[src/include/oms_pkg.sv]
// Package for the operating-mode sequencer: modes, phases, timing constants.
// Assumes a single 10 MHz system clock shared by every user of the package.
package oms_pkg;

   // ------------------------------------------------------------------
   // Timing
   // ------------------------------------------------------------------
   localparam int unsigned CLK_HZ = 10_000_000;
   localparam int unsigned RUN_BLINK_MIN_MS = 3000;
   localparam int unsigned WATCHDOG_MS = 100;
   localparam int unsigned CYCLE_MON_MIN_MS = 1;
   localparam int unsigned BLINK_HALF_MS = 250;
   localparam int unsigned MR_HOLD_MS = 3000;
   localparam int unsigned CYC_PER_MS = CLK_HZ / 1000;
   localparam int unsigned RUN_BLINK_CYC = RUN_BLINK_MIN_MS * CYC_PER_MS;
   localparam int unsigned WATCHDOG_CYC = WATCHDOG_MS * CYC_PER_MS;
   localparam int unsigned CYCLE_MON_MIN_CYC = CYCLE_MON_MIN_MS * CYC_PER_MS;
   localparam int unsigned BLINK_HALF_CYC = BLINK_HALF_MS * CYC_PER_MS;
   localparam int unsigned MR_HOLD_CYC = MR_HOLD_MS * CYC_PER_MS;

   // ------------------------------------------------------------------
   // Limits and codes
   // ------------------------------------------------------------------
   localparam int unsigned MAX_BREAKPOINTS = 3;
   localparam int unsigned STEP_MAX_BREAKPOINTS = 2;
   localparam logic [1:0] MODE_STOP = 2'h0;
   localparam logic [1:0] MODE_STARTUP = 2'h1;
   localparam logic [1:0] MODE_RUN = 2'h2;
   localparam logic [1:0] MODE_HOLD = 2'h3;

   // Operating modes.
   typedef enum logic [1:0] {
      OMS_STOP, OMS_STARTUP, OMS_RUN, OMS_HOLD
   } oms_mode_t;

   // Phases of work ordered for the program engine.
   typedef enum logic [2:0] {
      PH_IDLE, PH_CLR_IN, PH_STARTUP, PH_CLR_OUT, PH_READ_IN, PH_MAIN,
      PH_WRITE_OUT
   } oms_phase_t;

   // Indicator outputs travel together.
   typedef struct packed {
      logic run_led;
      logic stop_led;
   } oms_leds_t;

   // Analog output range kinds.
   typedef enum logic [1:0] {
      AO_VOLT, AO_0_20MA, AO_4_20MA
   } oms_ao_kind_t;

endpackage : oms_pkg

[src/hdl/oms_timer.sv]
// Down-counting timer with load, hold and expiry flag.
// Assumes a synchronous single clock and an asynchronous active-low reset.
`timescale 1ns/1ps
`default_nettype none

module oms_timer #(
   parameter int unsigned WIDTH = 32
) (
   // Clock and reset.
   input wire logic sys_clk_in,
   input wire logic reset_n_in,
   // Control.
   input wire logic load_in,
   input wire logic [WIDTH-1:0] load_value_in,
   input wire logic run_in,
   // Status.
   output logic expired_out,
   output logic busy_out
);

   initial begin
      if (WIDTH < 2) $error("oms_timer: WIDTH too small");
   end

   logic [WIDTH-1:0] count;

   // Load wins over counting so a restart is never lost.
   always_ff @(posedge sys_clk_in or negedge reset_n_in) begin
      if (!reset_n_in) begin
         count <= '0;
      end else if (load_in) begin
         count <= load_value_in;
      end else if (run_in && count != '0) begin
         count <= count - WIDTH'(1);
      end
   end

   assign busy_out = (count != '0);
   assign expired_out = (count == WIDTH'(1)) && run_in && !load_in;

endmodule : oms_timer
`default_nettype wire

[src/hdl/oms_sequencer.sv]
// Operating-mode sequencer: stop, start-up, run and hold with watchdogs.
// Assumes a program engine that acknowledges each ordered phase with a
// one-cycle done pulse and reports breakpoint hits.
//
// Operation
// RULE_01: No program execution while stopped.
// RULE_02: Entering stop preserves counters, timers, image.
// RULE_03: Stop asserts command output disable.
// RULE_04: Stop: run indicator off, stop on; the run indicator still blinks in stop while the minimum-blink timer runs.
// RULE_05: Stop-to-run calls startup routine, unmonitored.
// RULE_06: Output disable held throughout start-up.
// RULE_07: Run indicator blinks at least 3 s.
// RULE_08: Stop indicator on during startup routine.
// RULE_09: Startup completion enters run directly.
// RULE_10: After watchdog stop, restart needs cold-start.
// RULE_11: Run repeats main routine, timers active.
// RULE_12: Run releases output disable, run indicator on.
// RULE_13: Up to 3 breakpoints; hit enters hold.
// RULE_14: Hold freezes code and timers, disables outputs.
// RULE_15: Hold blinks run indicator, stop on.
// RULE_16: Over 2 breakpoints refuses single step.
// RULE_17: 100 ms watchdog, cycle monitor force stop.
// RULE_18: Stop drives analog outputs to disabled levels.
// RULE_19: Decentral stations disable outputs, keep reading.
// RULE_20: Start order: clear inputs, startup, clear outputs.
// RULE_21: Cycle: read inputs, main routine, write outputs.
// RULE_22: Overall reset erases user memory only.
// RULE_23: Operator holds reset position about 3 s.
// RULE_24: Mode reported as distinct two-bit code.
`timescale 1ns/1ps
`default_nettype none

module oms_sequencer #(
   parameter int unsigned WATCHDOG_CYCLES = oms_pkg::WATCHDOG_CYC,
   parameter int unsigned RUN_BLINK_CYCLES = oms_pkg::RUN_BLINK_CYC,
   parameter int unsigned BLINK_HALF_CYCLES = oms_pkg::BLINK_HALF_CYC,
   parameter int unsigned MR_HOLD_CYCLES = oms_pkg::MR_HOLD_CYC,
   parameter int unsigned CYCLE_MON_MIN_CYCLES = oms_pkg::CYCLE_MON_MIN_CYC
) (
   // Clock and reset.
   input wire logic sys_clk_in,
   input wire logic reset_n_in,
   // Operator and configuration.
   input wire logic run_request_in,
   input wire logic memory_reset_position_in,
   input wire logic project_reload_in,
   input wire logic cold_start_routine_present_in,
   input wire logic [31:0] cycle_limit_in,
   input wire logic [1:0] breakpoints_active_in,
   input wire logic step_request_in,
   // Program engine handshake.
   input wire logic phase_done_in,
   input wire logic breakpoint_hit_in,
   input wire logic resume_in,
   input wire logic watchdog_kick_in,
   // Program engine control.
   output oms_pkg::oms_phase_t phase_out,
   output logic timers_enable_out,
   output logic step_grant_out,
   output logic user_memory_erase_out,
   // Outputs and indicators.
   output logic command_output_disable_out,
   output oms_pkg::oms_leds_t leds_out,
   output logic [1:0] mode_out,
   output logic watchdog_stop_out
);

   initial begin
      if (WATCHDOG_CYCLES < 2 || RUN_BLINK_CYCLES < 2 ||
          BLINK_HALF_CYCLES < 1 || MR_HOLD_CYCLES < 2)
         $error("oms_sequencer: timing parameters too small");
   end

   // ------------------------------------------------------------------
   // State
   // ------------------------------------------------------------------
   oms_pkg::oms_mode_t mode;
   oms_pkg::oms_phase_t phase;
   logic wd_latched;
   logic blink_phase;
   logic [31:0] blink_count;
   logic [31:0] cycle_count;
   logic [31:0] mr_count;
   logic mr_armed;
   logic blink_busy;
   logic blink_load;
   logic wd_expired;
   logic cycle_over;
   logic fault;
   logic startup_done;
   logic restart_ok;
   logic erase_now;
   logic wd_run;

   // An erase is a memory-reset position held long enough, or a reload.
   assign erase_now = project_reload_in ||
      (memory_reset_position_in && mr_count == 32'(MR_HOLD_CYCLES - 1));

   // Watchdog restart only via cold start, erase or reload.
   assign restart_ok = !wd_latched || cold_start_routine_present_in ||
      erase_now; // RULE_10

   // Start-up phases and the stop mode carry no watchdog.
   assign wd_run = (mode == oms_pkg::OMS_RUN); // RULE_05
   assign cycle_over = (mode == oms_pkg::OMS_RUN) &&
      (cycle_limit_in >= 32'(CYCLE_MON_MIN_CYCLES)) &&
      (cycle_count >= cycle_limit_in); // RULE_17
   assign fault = wd_expired || cycle_over;
   assign startup_done = (phase == oms_pkg::PH_STARTUP) && phase_done_in;
   assign blink_load = (mode == oms_pkg::OMS_STOP) && run_request_in &&
      restart_ok && !fault;

   // ------------------------------------------------------------------
   // Watchdog and minimum-blink timers
   // ------------------------------------------------------------------
   oms_timer #(.WIDTH(32)) u_watchdog (
      .sys_clk_in(sys_clk_in),
      .reset_n_in(reset_n_in),
      .load_in(!wd_run || watchdog_kick_in),
      .load_value_in(32'(WATCHDOG_CYCLES)),
      .run_in(wd_run),
      .expired_out(wd_expired),
      .busy_out()
   ); // RULE_17

   oms_timer #(.WIDTH(32)) u_run_blink (
      .sys_clk_in(sys_clk_in),
      .reset_n_in(reset_n_in),
      .load_in(blink_load),
      .load_value_in(32'(RUN_BLINK_CYCLES)),
      .run_in(1'b1),
      .expired_out(),
      .busy_out(blink_busy)
   ); // RULE_07

   // ------------------------------------------------------------------
   // Mode machine
   // ------------------------------------------------------------------
   // Any fault wins over every other move so stop is always reached.
   always_ff @(posedge sys_clk_in or negedge reset_n_in) begin
      if (!reset_n_in) begin
         mode <= oms_pkg::OMS_STOP;
      end else if (fault) begin
         mode <= oms_pkg::OMS_STOP; // RULE_17
      end else begin
         case (mode)
            oms_pkg::OMS_STOP: begin
               if (run_request_in && restart_ok) begin
                  mode <= oms_pkg::OMS_STARTUP; // RULE_05
               end
            end
            oms_pkg::OMS_STARTUP: begin
               if (!run_request_in) begin
                  mode <= oms_pkg::OMS_STOP;
               end else if (startup_done) begin
                  mode <= oms_pkg::OMS_RUN; // RULE_09
               end
            end
            oms_pkg::OMS_RUN: begin
               if (!run_request_in) begin
                  mode <= oms_pkg::OMS_STOP;
               end else if (breakpoint_hit_in &&
                            breakpoints_active_in != 2'h0) begin
                  mode <= oms_pkg::OMS_HOLD; // RULE_13
               end
            end
            default: begin
               if (!run_request_in) begin
                  mode <= oms_pkg::OMS_STOP;
               end else if (resume_in) begin
                  mode <= oms_pkg::OMS_RUN;
               end
            end
         endcase
      end
   end

   // ------------------------------------------------------------------
   // Phase ordering
   // ------------------------------------------------------------------
   // Phase moves on the engine's done pulse, except that a start loads PH_CLR_IN and
   // stop or a fault returns it to PH_IDLE; hold freezes it, so images and counters keep their values.
   always_ff @(posedge sys_clk_in or negedge reset_n_in) begin
      if (!reset_n_in) begin
         phase <= oms_pkg::PH_IDLE;
      end else if (fault || mode == oms_pkg::OMS_STOP && !blink_load) begin
         phase <= oms_pkg::PH_IDLE; // RULE_01 RULE_02
      end else if (blink_load) begin
         phase <= oms_pkg::PH_CLR_IN; // RULE_20
      end else if (mode != oms_pkg::OMS_HOLD && phase_done_in) begin
         case (phase)
            oms_pkg::PH_CLR_IN: phase <= oms_pkg::PH_STARTUP; // RULE_20
            oms_pkg::PH_STARTUP: phase <= oms_pkg::PH_CLR_OUT; // RULE_20
            oms_pkg::PH_CLR_OUT: phase <= oms_pkg::PH_READ_IN; // RULE_20
            oms_pkg::PH_READ_IN: phase <= oms_pkg::PH_MAIN; // RULE_21
            oms_pkg::PH_MAIN: phase <= oms_pkg::PH_WRITE_OUT; // RULE_21
            oms_pkg::PH_WRITE_OUT: phase <= oms_pkg::PH_READ_IN; // RULE_11
            default: phase <= oms_pkg::PH_IDLE;
         endcase
      end
   end

   // Cycle-time monitor counts one read-main-write round.
   always_ff @(posedge sys_clk_in or negedge reset_n_in) begin
      if (!reset_n_in) begin
         cycle_count <= '0;
      end else if (mode != oms_pkg::OMS_RUN ||
                   (phase == oms_pkg::PH_WRITE_OUT && phase_done_in)) begin
         cycle_count <= '0;
      end else begin
         cycle_count <= cycle_count + 32'h1;
      end
   end

   // Watchdog stop latches; a set in the same cycle as a clear wins.
   always_ff @(posedge sys_clk_in or negedge reset_n_in) begin
      if (!reset_n_in) begin
         wd_latched <= 1'b0;
      end else if (wd_expired) begin
         wd_latched <= 1'b1; // RULE_10
      end else if (mode == oms_pkg::OMS_STARTUP || erase_now) begin
         wd_latched <= 1'b0;
      end
   end

   // Memory-reset position is only counted while stopped.
   always_ff @(posedge sys_clk_in or negedge reset_n_in) begin
      if (!reset_n_in) begin
         mr_count <= '0;
         mr_armed <= 1'b0;
      end else if (mode != oms_pkg::OMS_STOP || !memory_reset_position_in) begin
         mr_count <= '0;
         mr_armed <= 1'b0;
      end else if (!mr_armed) begin
         mr_count <= mr_count + 32'h1; // RULE_23
         mr_armed <= (mr_count == 32'(MR_HOLD_CYCLES - 1));
      end
   end

   // Blink divider for the run indicator.
   always_ff @(posedge sys_clk_in or negedge reset_n_in) begin
      if (!reset_n_in) begin
         blink_count <= '0;
         blink_phase <= 1'b0;
      end else if (blink_count >= 32'(BLINK_HALF_CYCLES - 1)) begin
         blink_count <= '0;
         blink_phase <= !blink_phase;
      end else begin
         blink_count <= blink_count + 32'h1;
      end
   end

   // ------------------------------------------------------------------
   // Registered outputs
   // ------------------------------------------------------------------
   // Outputs are enabled only in run; everywhere else disable is held.
   always_ff @(posedge sys_clk_in or negedge reset_n_in) begin
      if (!reset_n_in) begin
         command_output_disable_out <= 1'b1;
         leds_out <= '{run_led: 1'b0, stop_led: 1'b1};
         mode_out <= oms_pkg::MODE_STOP;
         timers_enable_out <= 1'b0;
         user_memory_erase_out <= 1'b0;
         step_grant_out <= 1'b0;
         watchdog_stop_out <= 1'b0;
      end else begin
         // Analog and decentral consumers take their disabled levels from
         // this one flag, so no per-kind output logic lives here.
         command_output_disable_out <= // RULE_03 RULE_06 RULE_18
            (mode != oms_pkg::OMS_RUN); // RULE_12 RULE_14
         timers_enable_out <= (mode == oms_pkg::OMS_RUN); // RULE_11 RULE_14
         user_memory_erase_out <= erase_now &&
            mode == oms_pkg::OMS_STOP; // RULE_22
         step_grant_out <= (mode == oms_pkg::OMS_HOLD) && step_request_in &&
            (breakpoints_active_in <=
             2'(oms_pkg::STEP_MAX_BREAKPOINTS)); // RULE_16
         watchdog_stop_out <= wd_latched;
         case (mode)
            oms_pkg::OMS_STOP: begin
               mode_out <= oms_pkg::MODE_STOP; // RULE_24
               leds_out <= '{run_led: blink_busy && blink_phase,
                             stop_led: 1'b1}; // RULE_04 RULE_07
            end
            oms_pkg::OMS_STARTUP: begin
               mode_out <= oms_pkg::MODE_STARTUP;
               leds_out <= '{run_led: blink_phase,
                             stop_led: 1'b1}; // RULE_07 RULE_08
            end
            oms_pkg::OMS_RUN: begin
               mode_out <= oms_pkg::MODE_RUN;
               leds_out <= '{run_led: blink_busy ? blink_phase : 1'b1,
                             stop_led: 1'b0}; // RULE_07 RULE_12
            end
            default: begin
               mode_out <= oms_pkg::MODE_HOLD;
               leds_out <= '{run_led: blink_phase,
                             stop_led: 1'b1}; // RULE_15
            end
         endcase
      end
   end

   assign phase_out = phase;
endmodule : oms_sequencer
`default_nettype wire

[config.mk]
export PLATFORM = sky130hd
export DESIGN_NAME = oms_sequencer
export DESIGN_NICKNAME = d
export VERILOG_FILES = /design/src/include/oms_pkg.sv /design/src/hdl/oms_timer.sv /design/src/hdl/oms_sequencer.sv
export SDC_FILE = /design/constraint.sdc
export NUM_CORES = 1
export LEC_CHECK = 0
export BUFFER_PORTS_ARGS = -buffer_cell sky130_fd_sc_hd__buf_2
export CELL_PAD_IN_SITES_DETAIL_PLACEMENT = 1
export CELL_PAD_IN_SITES_GLOBAL_PLACEMENT = 1
export CORE_UTILIZATION = 48
export DETAILED_ROUTE_END_ITERATION = 16
export PLACE_DENSITY = 0.79
export SYNTH_ARGS = -nofsm -noshare
export SYNTH_HDL_FRONTEND = slang
export SYNTH_HIERARCHICAL = 1
export SYNTH_SLANG_ARGS = --single-unit
[constraint.sdc]
create_clock -name sys_clk_in -period 3.8 [get_ports sys_clk_in]
set_clock_uncertainty 0.15 [all_clocks]
set_input_delay 0.19 -clock sys_clk_in [delete_from_list [all_inputs] [get_ports sys_clk_in]]
set_output_delay 0.19 -clock sys_clk_in [all_outputs]
set_load 0.03 [all_outputs]
=== After elaboration in Yosys (flattened, before gate mapping) ===
Cells that the tools add are included.

* Flip-flop bits (word level): 177
* Input bits: 45
* Output and inout port bits: 12
* Word-level logic and storage cells: 119

* $add $sub $neg: 5
* Magnitude comparators: 4
* Equal/unequal tests: 18
* Multiplexer cells: 28
* Reductions and logical operators: 46

{| class="wikitable"
|+ Operators with widths
! operator !! count
|-
| $mux W32 || 8
|-
| $add A32 B1 Y32 const B || 3
|-
| $reduce_bool A32 Y1 || 2
|-
| $sub A32 B1 Y32 const B || 2
|-
| $eq A32 B1 Y1 const B || 1
|-
| $eq A32 B25 Y1 const B || 1
|-
| $ge A32 B14 Y1 const B || 1
|-
| $ge A32 B22 Y1 const B || 1
|-
| $ge A32 B32 Y1 || 1
|-
| $logic_and A1 B1 Y1 || 19
|-
| $mux W2 || 8
|-
| $pmux W3 S5 || 1
|-
| $pmux W2 S3 || 2
|-
| $reduce_bool A2 Y1 || 5
|-
| $eq A3 B3 Y1 const B || 3
|-
| $logic_or A1 B1 Y1 || 9
|-
| $mux W3 || 3
|-
| $ne A4 B4 Y1 const B || 2
|-
| $logic_not A1 Y1 || 7
|-
| $eq A3 B2 Y1 const B || 2
|-
| $ne A6 B1 Y1 const B || 1
|-
| $mux W1 || 5
|-
| $eq A2 B2 Y1 const B || 2
|-
| $ne A2 B2 Y1 const B || 2
|-
| 10 further kinds || 10
|}

=== Logic depth before layout (Yosys ltp) ===
Gate-level depths: netlist of run 1.

* Depth after elaboration: 12
* Gate-level depth with buffers: 15
* Depth with buffers taken out: 11

=== Hierarchy ===
Netlist of run 1, hierarchy kept.

{| class="wikitable"
|+ Modules (own cells, without submodules)
! module !! instances !! cells an instance !! area an instance (µm²) !! seq. area each (µm²)
|-
| oms_sequencer || 1 || 651 || 6090.8 || 2830.2
|-
| oms_timer || 2 || 246 || 2119.5 || 800.8
|}

=== Worst setup path after synthesis of run 1 ===
Ideal clock, no wire load.

* Kind: register to register
* Start point: register mode[0]
* End point: register u_run_blink.count[11]
* Library setup time: 82 ps
* Arrival: 3021 ps
* Required time: 3568 ps
* Setup slack: 548 ps
* Stages on the path, launching flop included: 16
* Buffers on the path: 4
* Period minus slack after synthesis: 3252 ps
* Path through: dfrtp_1 -> nand2b_1 -> clkbuf_1 -> inv_1 -> or2b_2 -> or4_1 -> clkbuf_1 -> nor2_1 -> and4_1 -> nand2b_1 -> nor2_1 -> clkbuf_1 -> clkinv_1 -> clkbuf_1 -> nor2_1 -> a31oi_1

* Longest elaborated chain between the ends: 9
* Elaborated cells on any way between the ends: 16
* Classes of those cells: eq/ne: 1; mux: 1; reduce/logical: 14

{| class="wikitable"
|+ Ends and longest elaborated chain
! element !! line !! RTL
|-
| start, declared || oms_sequencer.sv:77 || <nowiki>oms_pkg::oms_mode_t mode;</nowiki>
|-
| start signal, assigned || oms_sequencer.sv:142 || <nowiki>mode <= oms_pkg::OMS_STOP;</nowiki>
|-
| start signal, assigned || oms_sequencer.sv:144 || <nowiki>mode <= oms_pkg::OMS_STOP;</nowiki>
|-
| start signal, assigned || oms_sequencer.sv:149 || <nowiki>mode <= oms_pkg::OMS_STARTUP;</nowiki>
|-
| $eq A2 B2 Y1 (*) || oms_sequencer.sv:104 || <nowiki>assign wd_run = (mode == oms_pkg::OMS_RUN);</nowiki>
|-
| named net wd_run || oms_sequencer.sv:93 || <nowiki>logic wd_run;</nowiki>
|-
| $logic_not A1 Y1 || oms_sequencer.sv:119 || <nowiki>.load_in(!wd_run || watchdog_kick_in),</nowiki>
|-
| $logic_or A1 B1 Y1 || oms_sequencer.sv:119 ||
|-
| $logic_not A1 Y1 || oms_timer.sv:39 || <nowiki>assign expired_out = (count == WIDTH'(1)) && run_in && !load_in;</nowiki>
|-
| $logic_and A1 B1 Y1 (*) || oms_timer.sv:39 ||
|-
| named net wd_expired || oms_sequencer.sv:87 || <nowiki>logic wd_expired;</nowiki>
|-
| $logic_or A1 B1 Y1 (*) || oms_sequencer.sv:108 || <nowiki>assign fault = wd_expired || cycle_over;</nowiki>
|-
| $logic_not A1 Y1 (*) || oms_sequencer.sv:111 || <nowiki>restart_ok && !fault;</nowiki>
|-
| $logic_and A1 B1 Y1 (*) || oms_sequencer.sv:111 ||
|-
| named net blink_load || oms_sequencer.sv:86 || <nowiki>logic blink_load;</nowiki>
|-
| $mux W32 or $reduce_bool A2 Y1 (tied branches) || n/a ||
|-
| end signal, assigned || oms_timer.sv:32 || <nowiki>count <= load_value_in;</nowiki>
|-
| end signal, assigned || oms_timer.sv:34 || <nowiki>count <= count - WIDTH'(1);</nowiki>
|-
| end, declared || oms_timer.sv:25 || <nowiki>logic [WIDTH-1:0] count;</nowiki>
|}

Mark *: on every way through the listed nets, which the timed path passes. The rest lies on a longest branch.
A chain may end at the register's enable or synchronous reset.

=== Worst setup path in the final report of run 1 ===
* Start point: register u_watchdog.count[6]
* End point: register u_run_blink.count[5]

* Longest elaborated chain between the ends: 7
* Elaborated cells on any way between the ends: 8
* Classes of those cells: eq/ne: 1; mux: 1; reduce/logical: 6

{| class="wikitable"
|+ Ends and longest elaborated chain
! element !! line
|-
| start, declared || oms_timer.sv:25
|-
| start signal, assigned || oms_timer.sv:32
|-
| start signal, assigned || oms_timer.sv:34
|-
| $eq A32 B1 Y1 (*) || oms_timer.sv:39
|-
| $logic_and A1 B1 Y1 (*) (2 in series) || oms_timer.sv:39
|-
| named net wd_expired || oms_sequencer.sv:87
|-
| $logic_or A1 B1 Y1 (*) || oms_sequencer.sv:108
|-
| $logic_not A1 Y1 (*) || oms_sequencer.sv:111
|-
| $logic_and A1 B1 Y1 (*) || oms_sequencer.sv:111
|-
| named net blink_load || oms_sequencer.sv:86
|-
| $mux W32 or $reduce_bool A2 Y1 (tied branches) || n/a
|}

Marked as above.

==> results of run 1 <==
[worst reg2reg max path: cells and delay by family (launching register included)]
family,cells,cell delay (ns)
simple gates,7,2.52
compound gates,1,0.10
buf+inv,1,0.19
flops,1,0.42
[state kept, by name (all words and copies together) (netlist names), 2 cells and up]
register and count:
mode_out 2, blink_count 32, u_run_blink/count 32, cycle_count 32, u_watchdog/count 32, leds_out 2, mode 2, phase_out 3
mr_count 32
[layer usage]
layer,track usage [%],vias to the layer above,wire length [um]
met3,4.29,28,850
met1,34.7,4628,12900
met4,7.37,2,341
met2,46.2,135,13800
li1,-,4324,-
met5,0,-,13
[power by group]
group	leakage, nW	internal, W	total [W]	switching [W]
clock network	0.284	0.000937	0.00181	0.000878
registers	2.29	0.00203	0.00222	0.000191
logic	2.37	0.000250	0.000633	0.000383
total	4.94	0.00321	0.00467	0.00145
[stage by stage]
stage / utilization (%) / setup WS [ns] / cell area [um2] / hold slack (ns) / cells
CTS: 56.2 / 0.323 / 11800 / 0.000828 / 1566
floorplan: - / 0.548 / 10600 / -0.256 / 1220
global route: 56.2 / 0.0934 / 11800 / 0.0281 / 1566
detailed placement: 53.2 / 0.366 / 11200 / 0.220 / 1529
global placement: 53.2 / 0.474 / 11200 / 0.220 / 1529
finish: 56.2 / 0.339 / 11800 / 0.0286 / 1566
[how the worst min path moves through the flow]
stage                     from             end  slack (ns)  cells past startpoint
detailed placement  reset_n_in    mr_count[24]        0.22                      1
floorplan           reset_n_in  blink_count[0]       -0.26                      0
global placement    reset_n_in    mr_count[31]        0.22                      1
global route         resume_in         mode[0]        0.03                      4
CTS                  resume_in         mode[0]      0.0008                      4
finish               resume_in         mode[0]        0.03                      4
[layout make-up]
type                       instances  share of cell area (%)
sequential                       177                    37.5
clock inverter                    15                    1.35
inverter                          60                    1.90
tap                              275                    2.91
timing repair buffer              86                    4.46
multi-input combinational        936                    48.3
clock buffer                      17                    3.60
[repair_timing]
action | CTS | global route
endpoints found under the setup margin | 0 | 1
resized for setup | 0 | 1
hold buffers | 5 | 0
hold endpoints to repair | 108 | 0
buffers inserted | 0 | 0
==> metrics.md, run 1 <==
| Metric | Value |
|---|---|
| Outcome | `finished clean` |
| RR Startpoint | `u_watchdog/count[6]` |
| R2R Setup Slk | `0.34 ns` |
| Clock root buffer | `clkbuf_16` |
| GRT Util Overall | `26.8%` |
| Area Growth Syn to Fin | `14.7%` |
| Max-slew violations | `0` |
| Crit path largest cell delay | `0.66 ns` |
| Worst hold path class | `in -> reg` |
| Boundary Pins | `57` |
| Number of cells on the critical path | `9` |
| Cts bufs inserted | `17` |
| Final #Nets | `1361` |
| WS Path Type | `reg -> reg` |
| Leak | `4.94 nW` |
| Delay-heaviest family, CP | `simple AND/OR/NAND/NOR gates` |
| Peak VDD IR | `297 uV` |
| Worst setup SP type | `flop` |
| Initial DRC Count | `349` |
| DR pass1 iterations | `4` |
| Power Dens Cells | `395 nW/um2` |
| Minimum clock period | `3.46 ns` |
| IO buf count | `56` |
| Placeable Area | `21000 um2` |
| Crit path DAT | `3.68 ns` |
| CP Cell Sequence | `or4_1 > or4_1 > nor2_1 > and4_1 > nand2b_1 > nor2_2 > buf_4 > or4_1 > o211ai_1` |
| DRT antenna net count | `0` |
| RSZ-0062 raised after global routing | `false` |
| Synth Area per Inst | `9.04 um2` |
| Fmax | `289 MHz` |
| Most common cell after layout, fill and taps aside | `dfrtp_1` |
| Initial antenna violation count | `1` |
| CTS tree | `done` |
| # fillers | `2490` |
| DRC errors left | `0` |
| Critical Path RT | `4.01 ns` |
| Post-Syn Area | `10300 um2` |
| Clk_lat worst skew | `0.45 ns` |
| # diodes | `0` |
| Global-route wire length before repair | `47.4 mm` |
| Tcrit/Tclk final | `91.1%` |
| CTS clk-pin slew, worst paths | `0.08 ns` |
| Max Cap Viol | `0` |
| Final hold viol count | `0` |
| Die width | `149 um` |
| Final TNS setup | `0 ns` |
| Synth Instances | `1140` |
| Final Total Pwr | `0.00467 W` |
| Via count | `9117` |
| Post-DP HPWL | `19.3 mm` |
| Final setup vio count | `0` |
| Post-DR vias/cell | `5.82` |
| Num rows | `53` |
| Reg2Reg Depth | `9` |
| Gpl congestion | `0.810` |
| Clock buffer depth | `2` |
| Reg area | `4430 um2` |
| Area of the multi-input gates | `5710 um2` |
| Largest net degree at the start of global routing | `108` |
| YS warnings | `6` |
| DIE HEIGHT | `149 um` |
| Die area | `22100 um2` |
| Crit-path max FO | `9` |
| Clock sink count | `177` |
| CP max stage cell | `or4_1` |
| Share of cells above drive strength 1 | `11.5%` |
| Grt total ovfl | `0` |
| H-tree lvl count | `4` |
| Slew margin rel. | `23.7%` |
| Avg WL per Cell | `17.8 um` |
| Reg-to-Reg End | `u_run_blink/count[5]` |
| Crit path from | `u_watchdog/count[6]` |
| Slew @ Worst Pin | `1.14 ns` |
| Buf/Inv on CP | `1` |
| Most frequent cells in the layout | `dfrtp_1 (175), nor2_1 (137), nand2_1 (92)` |
| Crit path capture | `u_run_blink/count[5]` |
| Most frequent CP cell | `or4_1` |
| Starting Density | `49.0%` |
| Crit. End Element | `flop` |
| Routed WL | `27.9 mm` |
| Vias in the first global route | `9496` |
Note: power is estimated with default switching activity, not from simulation.
==> run 2, diff against run 1 <==
--- a/config.mk
+++ b/config.mk
@@ -10,8 +10,7 @@
 export CELL_PAD_IN_SITES_GLOBAL_PLACEMENT = 1
 export CORE_UTILIZATION = 48
 export DETAILED_ROUTE_END_ITERATION = 16
-export PLACE_DENSITY = 0.79
+export PLACE_DENSITY = 0.78
 export SYNTH_ARGS = -nofsm -noshare
 export SYNTH_HDL_FRONTEND = slang
-export SYNTH_HIERARCHICAL = 1
 export SYNTH_SLANG_ARGS = --single-unit
==> run 2 against run 1 <==
  * Power grew 9.9%
  * Routed wire length decreased by 17%
  * Sequential power fell by 2%
  * Non-clock buffer count fell by 16
  * Via count decreased by 16%
  * Global-route usage down 2.4 points
  * Design area down 8.3%
  * Area after synthesis decreased by 7.2%
  * Combinational power increased by 82%
  * Clock power about the same
  * Count of clock-buffer cells in the layout is 2 higher
==> metrics.md, run 2 <==
| Metric | Value |
|---|---|
| Cell count after placement | `1321` |
| YS warnings | `0` |
| Global-route wire length before repair | `39.2 mm` |
| Die width | `143 um` |
| Flops & latches, synth | `177` |
| Outcome | `finished clean` |
| Slew @ Worst Pin | `1.09 ns` |
| DIE HEIGHT | `143 um` |
| Leak | `4.62 nW` |
| H-tree lvl count | `4` |
| Power Dens Cells | `473 nW/um2` |
| GRT Util Overall | `24.4%` |
| Final TNS setup | `0 ns` |
| Synth Area per Inst | `9.49 um2` |
| Clock sink count | `177` |
| Met2 usage | `41.9%` |
| Num rows | `51` |
| Non-filler instance count after layout | `1358` |
| Die area | `20500 um2` |
| Crit path DAT | `2.97 ns` |
| Avg WL per Cell | `17.0 um` |
| Asr flop ratio synth | `100%` |
| Top-count cell post-synth | `dfrtp_1` |
| WS Path Type | `reg -> reg` |
| CTS tree | `done` |
| Peak VDD IR | `372 uV` |
| Worst hold path class | `in -> reg` |
| Clk_lat worst skew | `0.43 ns` |
| Reg2Reg Depth | `8` |
| DR pass1 iterations | `4` |
| Setup Fix Bufs, Post-CTS | `0` |
| Clock buffer depth | `2` |
| Synth Instances | `1007` |
| DRT antenna net count | `0` |
| Final setup vio count | `0` |
| Hold Path Depth | `4` |
| Worst setup SP type | `flop` |
| IO buf count | `56` |
| DRC errors left | `0` |
| Cts bufs inserted | `17` |
| Initial DRC Count | `282` |
| Max-slew violations | `0` |
| Grt total ovfl | `0` |
| Via count | `7621` |
| Final Hold Slack | `0.0246 ns` |
| Crit. End Element | `flop` |
| Worst slack, placed | `1.08 ns` |
| Cell area after layout | `10800 um2` |
| Area contributors post-synth | `dfrtp_1 (46%), xor2_1 (6.6%), ha_1 (5.6%)` |
| Post-DP HPWL | `16.4 mm` |
| CTS clk-pin slew, worst paths | `0.06 ns` |
| Final hold viol count | `0` |
| # fillers | `2197` |
| Clock root buffer | `clkbuf_16` |
| Top cell type's share of synthesized area | `45.8%` |
| Gpl congestion | `0.816` |
| Setup WS post-layout | `1.01 ns` |
| Post-DR vias/cell | `5.61` |
| Vias in the first global route | `7999` |
| Synth top cells by count | `dfrtp_1 (175), nor2_1 (140), xor2_1 (72)` |
| RSZ-0062 raised after global routing | `false` |
| Grt met1 use | `30.9%` |
| Placed Area | `10200 um2` |
| Synth Flop Type | `dfrtp_1` |
| Fmax | `358 MHz` |
| Tcrit/Tclk final | `73.4%` |
| Most frequent cells in the layout | `dfrtp_1 (175), nor2_1 (140), xor2_1 (72)` |
| Post-synth EDFFs | `0` |
| Most Crowded Layer GR | `met2` |
| Post-Syn Area | `9560 um2` |
| Initial antenna violation count | `2` |
| Minimum clock period | `2.79 ns` |
| Final #Nets | `1168` |
| Critical Path RT | `3.98 ns` |
| Placeable Area | `19500 um2` |
| Most common cell after layout, fill and taps aside | `dfrtp_1` |
| Synth unique cells | `65` |
| Slew margin rel. | `27.5%` |
| Crit-path max FO | `26` |
| Sequential area share after synthesis | `46.4%` |
| Met3 Resource Use GR | `3.55%` |
| Share of cells above drive strength 1 | `11.1%` |
| Max Cap Viol | `0` |
| Cell taking the most area after synthesis | `dfrtp_1` |
| Starting Density | `49.1%` |
| Area Growth Syn to Fin | `13.4%` |
| Boundary Pins | `57` |
| Largest net degree at the start of global routing | `90` |
| Routed WL | `23.1 mm` |
[run 2: cell types whose count changed in the layout (fill, tap and decap cells not counted), sizes merged, moves of 21 or more]
cell | before | now
a21oi | 35 | 56
or3 | 41 | 15
or4 | 33 | 12
xor2 | 46 | 72
conb | 82 | 10
o21ai | 55 | 28
nand2 | 92 | 70
[run 2: cells by family (layout without fill, tap and decap cells)]
logic type | Yosys count | after routing | share of synthesized area, %
xor gates and xnor gates | 128 | 128 | 11.7
and+or+nand+nor | 453 | 453 | 24.9
DFF | 177 | 177 | 46.4
buffers and inverters | 75 | 150 | 3.05
muxes | 3 | 3 | 0.327
other | 1 | 12 | 0.0392
adders and majority gates | 43 | 43 | 5.63
AOI/OAI and AO/OA | 127 | 127 | 8.00
[run 2: cell type report]
cell class,instances,area (um2),area share (%)
antenna,2,5.00,0.0462
clock buffer,19,443,4.09
clock inverter,11,154,1.42
inverter,50,188,1.73
multi-input combinational,764,4870,44.9
sequential,177,4430,40.9
tap,265,332,3.06
timing repair buffer,70,417,3.84
[run 2: worst max-delay path, cell delays in order, from the launching register on]
cell	delay, ns
dfrtp_1	0.42
inv_1	0.12
ha_1	0.38
nand2b_1	0.13
buf_4	0.28
nor2_1	0.12
and4_1	0.30
or3_1	0.53
o21ai_0	0.26
[run 2: path summary, 6_finish.rpt]
kind                                 from                     to  slack, ns
max                               mode[0]  u_run_blink.count[14]       1.01
min                        run_request_in                mode[1]       0.02
max reg2reg                       mode[0]  u_run_blink.count[14]       1.01
min reg2reg                    wd_latched      watchdog_stop_out       0.26
max in group asynchronous      reset_n_in           mr_count[25]       2.36
min in group asynchronous      reset_n_in        cycle_count[21]       0.22
[run 2: power breakdown]
part           total [W]  internal, W  switching (W)  leakage, nW
logic            0.00115     0.000381       0.000769         2.02
clock network    0.00181      0.00105       0.000760        0.275
registers        0.00217      0.00203       0.000138         2.33
total            0.00513      0.00346        0.00167         4.62
[run 2: layer usage]
| layer | share of wire [%] | vias to the layer above |
|---|---|---|
| li1 | - | 3669 |
| met1 | 45 | 3824 |
| met2 | 50 | 96 |
| met3 | 3.3 | 32 |
| met4 | 2.2 | 0 |
| met5 | 0 | - |
[run 2: stage by stage]
stage,utilization (%),power (W)
after floorplan,-,0.00295
after global placement,52.3,0.00330
after detailed placement,52.3,0.00333
after CTS,55.7,0.00517
after global routing,55.7,0.00538
final,55.7,0.00513
[run 2: what timing repair did]
item,in CTS,in global routing
hold endpoints to repair,88,0
hold buffers,5,0
gates resized for setup,0,0
==> run 3, diff against run 2 <==
--- a/config.mk
+++ b/config.mk
@@ -5,10 +5,11 @@
 export SDC_FILE = /design/constraint.sdc
 export NUM_CORES = 1
 export LEC_CHECK = 0
+export ABC_AREA = 1
 export BUFFER_PORTS_ARGS = -buffer_cell sky130_fd_sc_hd__buf_2
 export CELL_PAD_IN_SITES_DETAIL_PLACEMENT = 1
 export CELL_PAD_IN_SITES_GLOBAL_PLACEMENT = 1
-export CORE_UTILIZATION = 48
+export CORE_UTILIZATION = 46
 export DETAILED_ROUTE_END_ITERATION = 16
 export PLACE_DENSITY = 0.78
 export SYNTH_ARGS = -nofsm -noshare
==> constraint.sdc (replaced) <==
create_clock -name sys_clk_in -period 2.74 [get_ports sys_clk_in]
set_clock_uncertainty 0.15 [all_clocks]
set_input_delay 0.137 -clock sys_clk_in [delete_from_list [all_inputs] [get_ports sys_clk_in]]
set_output_delay 0.137 -clock sys_clk_in [all_outputs]
set_load 0.03 [all_outputs]
==> run 3 against run 2 <==
  * Via count is 22% higher
  * Worst setup slack worse by 0.77 ns
  * Combinational power is 36% higher
  * Highest routed layer unchanged
  * Global-route usage is 0.69 points higher
  * Clock power is 41% higher
  * Critical path depth is 6 higher
  * Largest power group unchanged
  * Die area is 14% higher
  * Final cell count is 28% higher
  * Synthesized cell count is 35% higher
  * Hold slack better by 0.0099 ns
  * Area after synthesis is 9.9% higher
==> metrics.md, run 3 <==
| Metric | Value |
|---|---|
| Critical Path RT | `2.95 ns` |
| Boundary Pins | `57` |
| Post-CTS Resized | `0` |
| Post-DR vias/cell | `5.31` |
| CTS tree | `done` |
| Flops & latches, synth | `177` |
| Final TNS setup | `0 ns` |
| Worst hold start | `watchdog_kick_in` |
| Clock sink count | `177` |
| Cell taking the most area after synthesis | `dfrtp_1` |
| Post-synth EDFFs | `0` |
| Synth unique cells | `59` |
| # fillers | `2814` |
| Worst setup SP type | `flop` |
| Final hold viol count | `0` |
| Asr flop ratio synth | `100%` |
| Peak VDD IR | `414 uV` |
| GRT Util Overall | `25.1%` |
| Crit. End Element | `flop` |
| Final #Nets | `1539` |
| Power Dens Cells | `593 nW/um2` |
| Global-route wire length before repair | `47.9 mm` |
| DRC errors left | `0` |
| Adder-Cell Fraction of Synth Area | `5.12%` |
| Synth Instances | `1360` |
| Max-slew violations | `0` |
| Post-Syn Area | `10500 um2` |
| RR Startpoint | `cycle_count[15]` |
| Die width | `153 um` |
| Clock root buffer | `clkbuf_16` |
| Share of cells above drive strength 1 | `13.4%` |
| Final setup vio count | `0` |
| Die area | `23400 um2` |
| Largest net degree at the start of global routing | `69` |
| Synth Area in XOR/XNOR | `2.84%` |
| Cell area after layout | `11900 um2` |
| Max Cap Viol | `0` |
| Vias in the first global route | `9923` |
| Post-DP HPWL | `20.6 mm` |
| IO buf count | `56` |
| Num rows | `54` |
| DIE HEIGHT | `153 um` |
| CTS clk-pin slew, worst paths | `0.08 ns` |
| DR pass1 iterations | `5` |
| Sequential area share after synthesis | `42.2%` |
| Routed WL | `27.4 mm` |
| H-tree lvl count | `4` |
| Crit path from | `cycle_count[15]` |
| Crit path DAT | `2.71 ns` |
| Area share of and/or/nand/nor cells after synthesis | `31.2%` |
| Final Total Pwr | `0.00707 W` |
| Placeable Area | `22100 um2` |
| Area fraction in compound gates after synthesis | `10.2%` |
| Multiplexer share of the synthesized area | `0%` |
| Crit-path max FO | `30` |
| Synth Flop Type | `dfrtp_1` |
| Leak | `5.60 nW` |
| Placed Area | `11300 um2` |
| Top-count cell post-synth | `nand2_1` |
| Initial DRC Count | `435` |
| Worst hold path class | `in -> reg` |
| Synth top cells by count | `nand2_1 (242), inv_1 (206), dfrtp_1 (175)` |
| Synth Area per Inst | `7.72 um2` |
| # diodes | `0` |
| Most frequent cells in the layout | `nand2_1 (242), inv_1 (206), dfrtp_1 (175)` |
| Starting Density | `47.5%` |
| Area Growth Syn to Fin | `13.7%` |
| YS warnings | `0` |
| Largest family of logic cells by synthesized area | `simple AND/OR/NAND/NOR gates` |
| Initial antenna violation count | `0` |
| Slew margin rel. | `57.8%` |
| DRT antenna net count | `0` |
| Slew @ Worst Pin | `0.633 ns` |
| Clk_lat worst skew | `0.44 ns` |
| Final Hold Slack | `0.0345 ns` |
| Clock buffer depth | `2` |
| Avg WL per Cell | `15.7 um` |
| Minimum clock period | `2.50 ns` |
| Gpl congestion | `0.827` |
| Top cell type's share of synthesized area | `41.7%` |
| WS Path Type | `reg -> reg` |
| RSZ-0062 raised after global routing | `false` |
| Outcome | `finished clean` |
| Via count | `9261` |
| Grt total ovfl | `0` |
| Cts bufs inserted | `17` |
| Fmax | `399 MHz` |
| Tcrit/Tclk final | `91.4%` |
| Most common cell after layout, fill and taps aside | `nand2_1` |
| Area contributors post-synth | `dfrtp_1 (42%), nand2_1 (8.7%), inv_1 (7.4%)` |
run 3: power by group:
| group | internal, W | switching [W] | total, W |
|---|---|---|---|
| clock | 0.00140 | 0.00116 | 0.00256 |
| combinational | 0.000493 | 0.00106 | 0.00156 |
| sequential | 0.00280 | 0.000162 | 0.00296 |
run 3: logic make-up (layout without fill, tap and decap cells):
family / after synthesis / after routing
AOI/OAI and AO/OA: 191 / 191
xor gates and xnor gates: 34 / 34
adders and majority gates: 43 / 43
buffers and inverters: 228 / 323
DFF: 177 / 177
other: 1 / 10
and+or+nand+nor: 686 / 686
run 3: path summary, 6_finish.rpt:
path / endpoint / slack [ns] / depth (start not counted)
min in group asynchronous: cycle_count[14] / 0.13 / 2
setup / recovery: u_run_blink.count[13] / 0.24 / 14
hold reg to reg: watchdog_stop_out / 0.28 / 0
setup reg to reg: u_run_blink.count[13] / 0.24 / 14
hold / removal: u_watchdog.count[27] / 0.03 / 5
max in group asynchronous: u_run_blink.count[29] / 1.59 / 3
run 3: layer usage:
metal	share of wire (%)	GRT usage (%)	vias to the layer above	wire (um)
li1	-	-	4592	-
met1	49	33.1	4553	13300
met2	48	43.5	95	13200
met3	2.0	3.37	21	544
met4	1.2	5.82	0	330
met5	0	0	-	0
run 3: stage by stage:
step	utilization, %	cells	setup slack (ns)
floorplan	-	1369	0.763
global placement	50.9	1705	0.339
detailed placement	50.9	1705	0.250
CTS	54.0	1744	0.201
global route	54.0	1744	0.0329
finish	54.0	1744	0.236
run 3: repair_timing:
action,CTS,global route
hold buffers,7,0
endpoints found under the hold margin,69,0
buffers inserted,0,0
endpoints found under the setup margin,0,0
run 3: critical path: stages, from the launching register on:
cell     delay, ns
dfrtp_1       0.45
ha_1          0.33
nand2_1       0.07
nor2_1        0.20
nand2_1       0.10
nor2_1        0.11
nor2_1        0.05
nand2_1       0.08
nand2_1       0.06
nand2_1       0.07
nand2_1       0.18
nand4_4       0.17
buf_12        0.20
inv_1         0.09
nor2_1        0.12
run 3: final cells by class:
class / instances / area [um2] / share of cell area, %
Sequential cell: 177 / 4430 / 37.1
Clock inverter: 14 / 174 / 1.46
Inverter: 214 / 805 / 6.74
Timing Repair Buffer: 77 / 514 / 4.31
Multi-Input combinational cell: 964 / 5220 / 43.7
Clock buffer: 18 / 439 / 3.68
Tap cell: 280 / 350 / 2.94
